### config.mk
export PLATFORM = sky130hd
export DESIGN_NAME = brk_unit
export DESIGN_NICKNAME = d
export VERILOG_FILES = /design/src/design/brk_pkg.sv /design/src/design/brk_match.sv /design/src/design/brk_unit.sv
export SDC_FILE = /design/constraint.sdc
export NUM_CORES = 1
export LEC_CHECK = 0
export ABC_AREA = 1
export BUFFER_PORTS_ARGS = -buffer_cell sky130_fd_sc_hd__buf_2
export CELL_PAD_IN_SITES_DETAIL_PLACEMENT = 1
export CELL_PAD_IN_SITES_GLOBAL_PLACEMENT = 1
export CORE_UTILIZATION = 33
export CTS_CLUSTER_DIAMETER = 60
export DETAILED_ROUTE_END_ITERATION = 7
export GPL_TIMING_DRIVEN = 0
export PLACE_DENSITY_LB_ADDON = 0.1
export SYNTH_ARGS = -nofsm -noshare
export SYNTH_HDL_FRONTEND = slang
export SYNTH_SLANG_ARGS = --single-unit
export TNS_END_PERCENT = 30
### constraint.sdc
create_clock -name aclk -period 1.8 [get_ports aclk]
set_input_delay 0.36 -clock aclk [delete_from_list [all_inputs] [get_ports aclk]]
set_output_delay 0.36 -clock aclk [all_outputs]
set_load 0.01 [all_outputs]
### src/design/brk_pkg.sv
// package for the address breakpoint unit: register map, field positions, types
// assumes a 32-bit axi4-lite register bus, byte registers in the low lane
package brk_pkg;
   // register byte addresses (word aligned)
   localparam logic [7:0] OFF_CTRL   = 8'h00;
   localparam logic [7:0] OFF_ADDR_H = 8'h04;
   localparam logic [7:0] OFF_ADDR_L = 8'h08;
   localparam logic [7:0] OFF_AUX    = 8'h0c;
   localparam logic [7:0] OFF_WSTAT  = 8'h10;
   localparam logic [7:0] OFF_FLAG   = 8'h14;
   // field positions
   localparam int BIT_ENABLE  = 7;
   localparam int BIT_ACTIVE  = 6;
   localparam int BIT_WDOG    = 0;
   localparam int BIT_WEXIT   = 1;
   localparam int BIT_CLRFLAG = 7;
   // reset values
   localparam logic [7:0] RST_BYTE = 8'h00;
   // vectors
   localparam logic [15:0] VEC_USER = 16'hfffc;
   localparam logic [15:0] VEC_MON  = 16'hfefc;
   // axi responses
   localparam logic [1:0] RESP_OKAY   = 2'h0;
   localparam logic [1:0] RESP_SLVERR = 2'h2;

   typedef struct packed {
      logic [15:0] addr;    // core address bus
      logic        pc_addr; // address comes from the program counter
      logic        opcode;  // cycle fetches an opcode
      logic        insn_start; // first cycle of a new instruction
   } core_bus_s;
endpackage

### src/design/brk_match.sv
// address comparator for the breakpoint unit
// assumes inputs are already on aclk; the hit is combinational, caller registers
`timescale 1ns/1ps
`default_nettype none
module brk_match
   import brk_pkg::*;
#(
   parameter int AW = 16
) (
   input  wire logic [AW-1:0] addr,
   input  wire logic [AW-1:0] target,
   input  wire logic          qualify,
   output logic               hit
);
   // no flop here: a second stage would let a matched opcode run to
   // completion before the break request reaches the core
   always_comb begin
      hit = qualify && (addr == target);
   end
endmodule
`default_nettype wire

### src/design/brk_unit.sv
// address breakpoint unit: compare, break request, freeze and flag gating
// assumes the core presents one bus cycle per clock and a monitor-mode level
//
// Implementation choices: the register addresses and the AXI4-Lite register port.
`timescale 1ns/1ps
`default_nettype none
module brk_unit
   import brk_pkg::*;
(
   input  wire logic        aclk,
   input  wire logic        aresetn,
   input  wire logic [7:0]  s_axi_awaddr,
   input  wire logic        s_axi_awvalid,
   output logic             s_axi_awready,
   input  wire logic [31:0] s_axi_wdata,
   input  wire logic [3:0]  s_axi_wstrb,
   input  wire logic        s_axi_wvalid,
   output logic             s_axi_wready,
   output logic [1:0]       s_axi_bresp,
   output logic             s_axi_bvalid,
   input  wire logic        s_axi_bready,
   input  wire logic [7:0]  s_axi_araddr,
   input  wire logic        s_axi_arvalid,
   output logic             s_axi_arready,
   output logic [31:0]      s_axi_rdata,
   output logic [1:0]       s_axi_rresp,
   output logic             s_axi_rvalid,
   input  wire logic        s_axi_rready,
   input  wire core_bus_s   core_bus,
   input  wire logic        monitor_mode,
   input  wire logic        low_power,
   input  wire logic        wait_exit,
   output logic             breakpoint_request,
   output logic [15:0]      break_vector,
   output logic             timer_freeze,
   output logic             watchdog_hold,
   output logic             flag_clear_allow
);
   logic       enable_r;
   logic       active_r;
   logic [7:0] addr_h_r;
   logic [7:0] addr_l_r;
   logic       wdog_r;
   logic       wexit_r;
   logic       clrflag_r;
   logic       in_break_r;
   logic       pend_match_r;
   logic       sw_pend_r;
   logic [7:0] aw_addr_r;
   logic [7:0] w_data_r;
   logic       w_strb0_r;
   logic       aw_full_r;
   logic       w_full_r;
   logic       hit;
   logic       wr_go;
   logic       mon_s1_r;
   logic       mon_s2_r;
   logic       match_block_r;
   logic       qual;

   // the write lands when both halves are held
   assign wr_go = aw_full_r && w_full_r && !s_axi_bvalid;

   function automatic logic is_reg(input logic [7:0] a, input logic [7:0] off);
      is_reg = (a == off);
   endfunction

   function automatic logic known(input logic [7:0] a);
      known = is_reg(a, OFF_CTRL) || is_reg(a, OFF_ADDR_H) || is_reg(a, OFF_ADDR_L)
           || is_reg(a, OFF_AUX) || is_reg(a, OFF_WSTAT) || is_reg(a, OFF_FLAG);
   endfunction

   // monitor level comes from another block's reset latch; synchronise it
   always_ff @(posedge aclk) begin
      if (!aresetn) begin
         mon_s1_r <= 1'b0;
         mon_s2_r <= 1'b0;
      end else begin
         mon_s1_r <= monitor_mode;
         mon_s2_r <= mon_s1_r;
      end
   end

   // address and data accepted in either order; ready is a flop that
   // mirrors an empty holding slot, low during and just after reset
   always_ff @(posedge aclk) begin
      if (!aresetn) begin
         aw_full_r     <= 1'b0;
         w_full_r      <= 1'b0;
         aw_addr_r     <= RST_BYTE;
         w_data_r      <= RST_BYTE;
         w_strb0_r     <= 1'b0;
         s_axi_awready <= 1'b0;
         s_axi_wready  <= 1'b0;
      end else begin
         if (s_axi_awvalid && s_axi_awready) begin
            aw_full_r     <= 1'b1;
            aw_addr_r     <= s_axi_awaddr;
            s_axi_awready <= 1'b0;
         end else if (wr_go || !aw_full_r) begin
            aw_full_r     <= 1'b0;
            s_axi_awready <= 1'b1;
         end
         if (s_axi_wvalid && s_axi_wready) begin
            w_full_r     <= 1'b1;
            w_data_r     <= s_axi_wdata[7:0];
            w_strb0_r    <= s_axi_wstrb[0];
            s_axi_wready <= 1'b0;
         end else if (wr_go || !w_full_r) begin
            w_full_r     <= 1'b0;
            s_axi_wready <= 1'b1;
         end
      end
   end

   // write response, slverr for unmapped addresses
   always_ff @(posedge aclk) begin
      if (!aresetn) begin
         s_axi_bvalid <= 1'b0;
         s_axi_bresp  <= RESP_OKAY;
      end else if (wr_go) begin
         s_axi_bvalid <= 1'b1;
         s_axi_bresp  <= known(aw_addr_r) ? RESP_OKAY : RESP_SLVERR;
      end else if (s_axi_bready) begin
         s_axi_bvalid <= 1'b0;
      end
   end

   // only the low byte lane carries register data
   always_ff @(posedge aclk) begin
      if (!aresetn) begin
         enable_r  <= 1'b0;
         addr_h_r  <= RST_BYTE;
         addr_l_r  <= RST_BYTE;
         wdog_r    <= 1'b0;
         clrflag_r <= 1'b0;
      end else if (wr_go && w_strb0_r) begin
         if (is_reg(aw_addr_r, OFF_CTRL)) enable_r <= w_data_r[BIT_ENABLE];
         if (is_reg(aw_addr_r, OFF_ADDR_H)) addr_h_r <= w_data_r;
         if (is_reg(aw_addr_r, OFF_ADDR_L)) addr_l_r <= w_data_r;
         if (is_reg(aw_addr_r, OFF_AUX)) wdog_r <= w_data_r[BIT_WDOG];
         if (is_reg(aw_addr_r, OFF_FLAG)) clrflag_r <= w_data_r[BIT_CLRFLAG];
      end
   end

   // only pc-driven cycles qualify; the bus is frozen in low power, so no
   // match is possible there though enable stays set
   assign qual = enable_r && core_bus.pc_addr && !low_power
              && !match_block_r;

   brk_match #(.AW(16)) u_match (
      .addr    (core_bus.addr),
      .target  ({addr_h_r, addr_l_r}),
      .qualify (qual),
      .hit     (hit)
   );

   // active bit: a match that arrives with a clearing write wins
   always_ff @(posedge aclk) begin
      if (!aresetn) begin
         active_r  <= 1'b0;
         sw_pend_r <= 1'b0;
      end else begin
         if (hit && !active_r) begin
            active_r <= 1'b1;
         end else if (wr_go && w_strb0_r && is_reg(aw_addr_r, OFF_CTRL)) begin
            active_r <= w_data_r[BIT_ACTIVE];
         end
         // software set: request at next instruction boundary
         if (wr_go && w_strb0_r && is_reg(aw_addr_r, OFF_CTRL) && w_data_r[BIT_ACTIVE]
             && !in_break_r) begin
            sw_pend_r <= 1'b1;
         end else if (sw_pend_r && core_bus.insn_start) begin
            sw_pend_r <= 1'b0;
         end
      end
   end

   // an operand match waits for the next instruction boundary
   always_ff @(posedge aclk) begin
      if (!aresetn) begin
         pend_match_r <= 1'b0;
      end else if (hit && !active_r && !in_break_r && !core_bus.opcode) begin
         pend_match_r <= 1'b1;
      end else if (pend_match_r && core_bus.insn_start) begin
         pend_match_r <= 1'b0;
      end
   end

   // a taken match blocks its address until software rewrites either byte,
   // so clearing active alone gives no repeat break after the return
   always_ff @(posedge aclk) begin
      if (!aresetn) begin
         match_block_r <= 1'b0;
      end else if (hit && !active_r && !in_break_r) begin
         match_block_r <= 1'b1;
      end else if (wr_go && w_strb0_r
                   && (is_reg(aw_addr_r, OFF_ADDR_H) || is_reg(aw_addr_r, OFF_ADDR_L))) begin
         match_block_r <= 1'b0;
      end
   end

   // an opcode match is caught in its own fetch cycle, so the core never
   // completes it; operand and software breaks wait for the next boundary
   always_ff @(posedge aclk) begin
      if (!aresetn) begin
         breakpoint_request <= 1'b0;
         in_break_r         <= 1'b0;
         break_vector       <= VEC_USER;
      end else begin
         breakpoint_request <= 1'b0;
         if (!in_break_r && core_bus.insn_start
             && ((hit && !active_r) || pend_match_r || sw_pend_r)) begin
            breakpoint_request <= 1'b1;
            in_break_r         <= 1'b1;
            break_vector       <= mon_s2_r ? VEC_MON : VEC_USER;
         end else if (in_break_r && !active_r && core_bus.insn_start) begin
            in_break_r <= 1'b0;
         end
      end
   end

   // freeze, watchdog hold and clear permission follow the break state
   always_ff @(posedge aclk) begin
      if (!aresetn) begin
         timer_freeze     <= 1'b0;
         watchdog_hold    <= 1'b0;
         flag_clear_allow <= 1'b1;
      end else begin
         timer_freeze     <= in_break_r;
         watchdog_hold    <= in_break_r && mon_s2_r && wdog_r;
         flag_clear_allow <= !in_break_r || clrflag_r;
      end
   end

   // wait exit flag: set when break ends wait, cleared when break ends
   always_ff @(posedge aclk) begin
      if (!aresetn) begin
         wexit_r <= 1'b0;
      end else if (wait_exit && (pend_match_r || sw_pend_r || in_break_r)) begin
         wexit_r <= 1'b1;
      end else if (!in_break_r) begin
         wexit_r <= 1'b0;
      end
   end

   // read channel, one cycle after address
   always_ff @(posedge aclk) begin
      if (!aresetn) begin
         s_axi_arready <= 1'b0;
         s_axi_rvalid  <= 1'b0;
         s_axi_rdata   <= 32'h0;
         s_axi_rresp   <= RESP_OKAY;
      end else begin
         s_axi_arready <= !s_axi_rvalid && !s_axi_arready;
         if (s_axi_arvalid && s_axi_arready) begin
            s_axi_rvalid <= 1'b1;
            s_axi_rresp  <= known(s_axi_araddr) ? RESP_OKAY : RESP_SLVERR;
            s_axi_rdata  <= 32'h0;
            unique case (1'b1)
               is_reg(s_axi_araddr, OFF_CTRL):
                  s_axi_rdata[7:6] <= {enable_r, active_r};
               is_reg(s_axi_araddr, OFF_ADDR_H): s_axi_rdata[7:0] <= addr_h_r;
               is_reg(s_axi_araddr, OFF_ADDR_L): s_axi_rdata[7:0] <= addr_l_r;
               is_reg(s_axi_araddr, OFF_AUX): s_axi_rdata[BIT_WDOG] <= wdog_r;
               is_reg(s_axi_araddr, OFF_WSTAT): s_axi_rdata[BIT_WEXIT] <= wexit_r;
               is_reg(s_axi_araddr, OFF_FLAG): s_axi_rdata[BIT_CLRFLAG] <= clrflag_r;
               default: s_axi_rdata <= 32'h0;
            endcase
         end else if (s_axi_rready) begin
            s_axi_rvalid <= 1'b0;
         end
      end
   end

   // timer freeze must follow break state one cycle later
   a_timer_freeze: assert property (@(posedge aclk) disable iff (!aresetn)
      in_break_r |=> timer_freeze) else $error("timer not frozen in break");
   a_req_boundary: assert property (@(posedge aclk) disable iff (!aresetn)
      $rose(breakpoint_request) |-> $past(core_bus.insn_start))
      else $error("request off instruction boundary");
   a_req_vector: assert property (@(posedge aclk) disable iff (!aresetn)
      breakpoint_request |-> break_vector == ($past(mon_s2_r) ? VEC_MON : VEC_USER))
      else $error("wrong break vector");
   a_wdog_hold: assert property (@(posedge aclk) disable iff (!aresetn)
      watchdog_hold |-> $past(in_break_r && mon_s2_r && wdog_r))
      else $error("watchdog held without cause");
   a_flag_gate: assert property (@(posedge aclk) disable iff (!aresetn)
      ($past(in_break_r) && !$past(clrflag_r)) |-> !flag_clear_allow)
      else $error("flag clear allowed in break");
   a_match_sets: assert property (@(posedge aclk) disable iff (!aresetn)
      (hit && !active_r) |=> active_r) else $error("match did not set active");
   a_no_lowpow: assert property (@(posedge aclk) disable iff (!aresetn)
      low_power |-> !hit) else $error("match during low power");
   a_data_ignored: assert property (@(posedge aclk) disable iff (!aresetn)
      !core_bus.pc_addr |-> !hit) else $error("data access matched");
endmodule
`default_nettype wire

==> impl_results.md <==
* Max Clk Rate at between 600 and 700 MHz
* Compound-Gate Fraction of Synth Area at 14.3%
* Post-CTS Setup Bufs at 0
* Vias per cell at 4.36
* Mapped Area at 3400 um2
* PD cells at 771 nW/um2
* Gr usage total at 18.2%
* CP peak stage delay at 0.32 ns
* Final Instance Area at ~4300 um2
* Synth Area in Adders at 0%
* Mapped Cells at 489
* DPL Wire Length at approximately 7600 um
* Number of global-route vias before repair at 3183
* Antenna-violating nets left at 0
* CP endpoint kind: flop
* RD Place Congestion at 0.802
* Die area at 10700 um2
* Synth top area share at 38.9%
* Starting density of the core at roughly 34%
* Yosys cell types at 35
* CP max FO at 10
* PortBufs at 72
* Crit-path slowest cell: dfxtp_1
* Post-route clock period utilization at 85.2%
* Area contributors post-synth: dfxtp_1 39%, buf_4 9.1%, nand2_1 8.8%
* Vias at 3262
* R2R depth at 7
* Final Setup Violations at 0
* Worst-path clk slew at 0.08 ns
* R2R Setup Slk at between 0.2 and 0.3 ns
* Post-Synth XOR/XNOR Area at 1.29%
* Critical path class: reg2reg
* CTS max path bufs at 2
* Largest family of logic cells by synthesized area: simple AND/OR/NAND/NOR gates
* CP arrival at 1.76 ns
* Prevailing post-synth register cell: dfxtp_1
* Fill cells at 1320
* Final cell utilization of the core at approximately 43%
* Ports at 142
* Post-synthesis mux area share at 0%
* Post_cts resized at 0
* Pin count of the biggest net entering global routing at 13
* Drt first pass iters at 4
* Core Rows at 36
* Maxcap violations at 0
* Fin Clk Skew at around 0.011 ns
* Yosys warns at 0
* Syn_area_per_cell at 6.95 um2
* RSZ-0062 raised after global routing: false
* Post-synthesis sequential element count at 66
* Hold Vio Cnt, Final at 0
* Wire per inst at 12.5 um
* Number of flops mapped to enable cells by yosys at 0
* Async SR Flop Fraction at 0%
* Rel. slew slack at 65.6%
* Status: finished clean
* Leak at 2.16 nW
* Placed inst area at 4070 um2
* CTS tree: done
* Setup TNS at 0 ns
* Layout cell share with drive strength beyond 1 at around a quarter
* Final WL at ~9300 um
* Register area share after synthesis at 38.9%
* Diode count at 0
* Slew Viols, Final at 0
* Overflow after GRT at 0
* Net count, final at roughly 690
* Synth area leader: dfxtp_1
* DIE HEIGHT at 104 um
* Minimum clock period at 1.53 ns
* Required @ worst endpoint at approximately 2.0 ns
* Cts hold-fix bufs at 0
* Total clock buffers created by CTS at 9
* Number of H-tree levels at 3
* Core region area at 9860 um2
* Skew-Pair Late Insertion Delay at 0.35 ns
* Least-Margin Pin Slew at 0.515 ns
* Clk sinks at 66
* Min-Delay Path Class: in2reg
* Cell chain of the critical path: nor3_2, nand2_2, nor2_2, nand4_2, buf_6, o21ai_2, a21oi_1
* DR iter-0 viols at 58
* Area delta synth->final at 25.8%
* Hold Path Stages at 3
* CTS root buf: clkbuf_8
* Simple-gate share of the synthesized area at between 20 and 30%
* Worst Setup Start Kind: flop
* Die X at between 100 and 150 um
* Remaining DRCs at 0
* Maximum vdd drop at ~0.39 mV
* First-pass GRT wire length at between 15000 and 20000 um
* Initial antenna violation count at 0
==> power by group <==
part           switching [mW]  internal, mW  total (mW)
combinational           0.275         0.194       0.469
clock                   0.596         0.679        1.28
sequential             0.0381          1.51        1.55
total                   0.909          2.39        3.30
==> per-layer routing <==
layer  GRT usage (%)  up-vias  part of all wire (%)
met5               0        -                     0
met4            8.28        0                   2.3
met3            3.78       14                   5.1
met2            29.8       93                    45
met1            23.0     1439                    48
li1                -     1716                     -
==> area by class of cell <==
type	instances	area, um2	area share (%)
plain buffers	52	368	8.60
multi-input cells	342	1600	37.5
clock inverters	6	66.3	1.55
well taps	133	166	3.89
clock buffers	10	138	3.22
repair buffers	72	360	8.42
inverters	68	255	5.97
flip-flops and latches	66	1320	30.9
==> critical path, delay by kind of cell (launching register included) <==
kind / cells / cell delay, ns
AO/OA/AOI/OAI: 2 / 0.14
buffers and inverters: 1 / 0.22
flip-flops: 1 / 0.32
AND/OR/NAND/NOR: 4 / 0.73
==> path summary, 6_finish.rpt <==
path | start | end
max | aw_addr_r[7] | addr_l_r[7]
min | monitor_mode | mon_s1_r
max reg2reg | aw_addr_r[7] | addr_l_r[7]
min reg2reg | mon_s1_r | mon_s2_r
==> cells by family (layout without fill, tap and decap cells) <==
family                    count (synthesis)  count (layout)
AOI/OAI and AO/OA                        93              93
buffers and inverters                   120             208
xor gates and xnor gates                  5               5
other                                     2              41
DFF                                      66              66
and+or+nand+nor                         203             203
==> cells in the final DEF (no fill, tap or decap), types with 3 or more instances in the layout <==
master	n
a21oi_1	30
buf_2	75
nor3_1	11
conb_1	41
a31oi_1	4
clkbuf_1	6
inv_1	67
nand3_1	20
buf_4	41
o21ai_0	50
o21ai_1	3
nand4_1	3
xnor2_1	5
nor2_1	69
clkinv_4	3
dfxtp_1	66
nor2_2	3
clkbuf_8	10
nand2_2	3
nand2_1	80
==> through the flow <==
step                      std cells  setup slack (ns)  total power, mW  hold slack, ns
after floorplan                 528             0.456             1.90           0.390
after global placement          733            0.0525             2.04           0.393
after detailed placement        733            0.0937             2.06           0.404
after CTS                       749             0.246             3.34           0.172
after global routing            749             0.115             3.48           0.187
final                           749             0.267             3.30           0.190
==> sequential cells by signal, indices dropped and copies added, names as in the netlist, 8 cells and up <==
signal	count
addr_h_r	8
addr_l_r	8
aw_addr_r	8
s_axi_rdata	8
w_data_r	8
==> synthesized netlist by cell type (3+ instances only) <==
| cell | count |
|---|---|
| xnor2_1 | 5 |
| buf_4 | 41 |
| o21ai_1 | 3 |
| nor2_1 | 69 |
| o21ai_0 | 50 |
| nor2_2 | 3 |
| nor3_1 | 11 |
| nand2_1 | 80 |
| a31oi_1 | 4 |
| clkbuf_1 | 6 |
| inv_1 | 67 |
| nand3_1 | 20 |
| a21oi_1 | 30 |
| nand2_2 | 3 |
| dfxtp_1 | 66 |
| buf_2 | 3 |
| nand4_1 | 3 |
(Power assumes the default switching activity.)
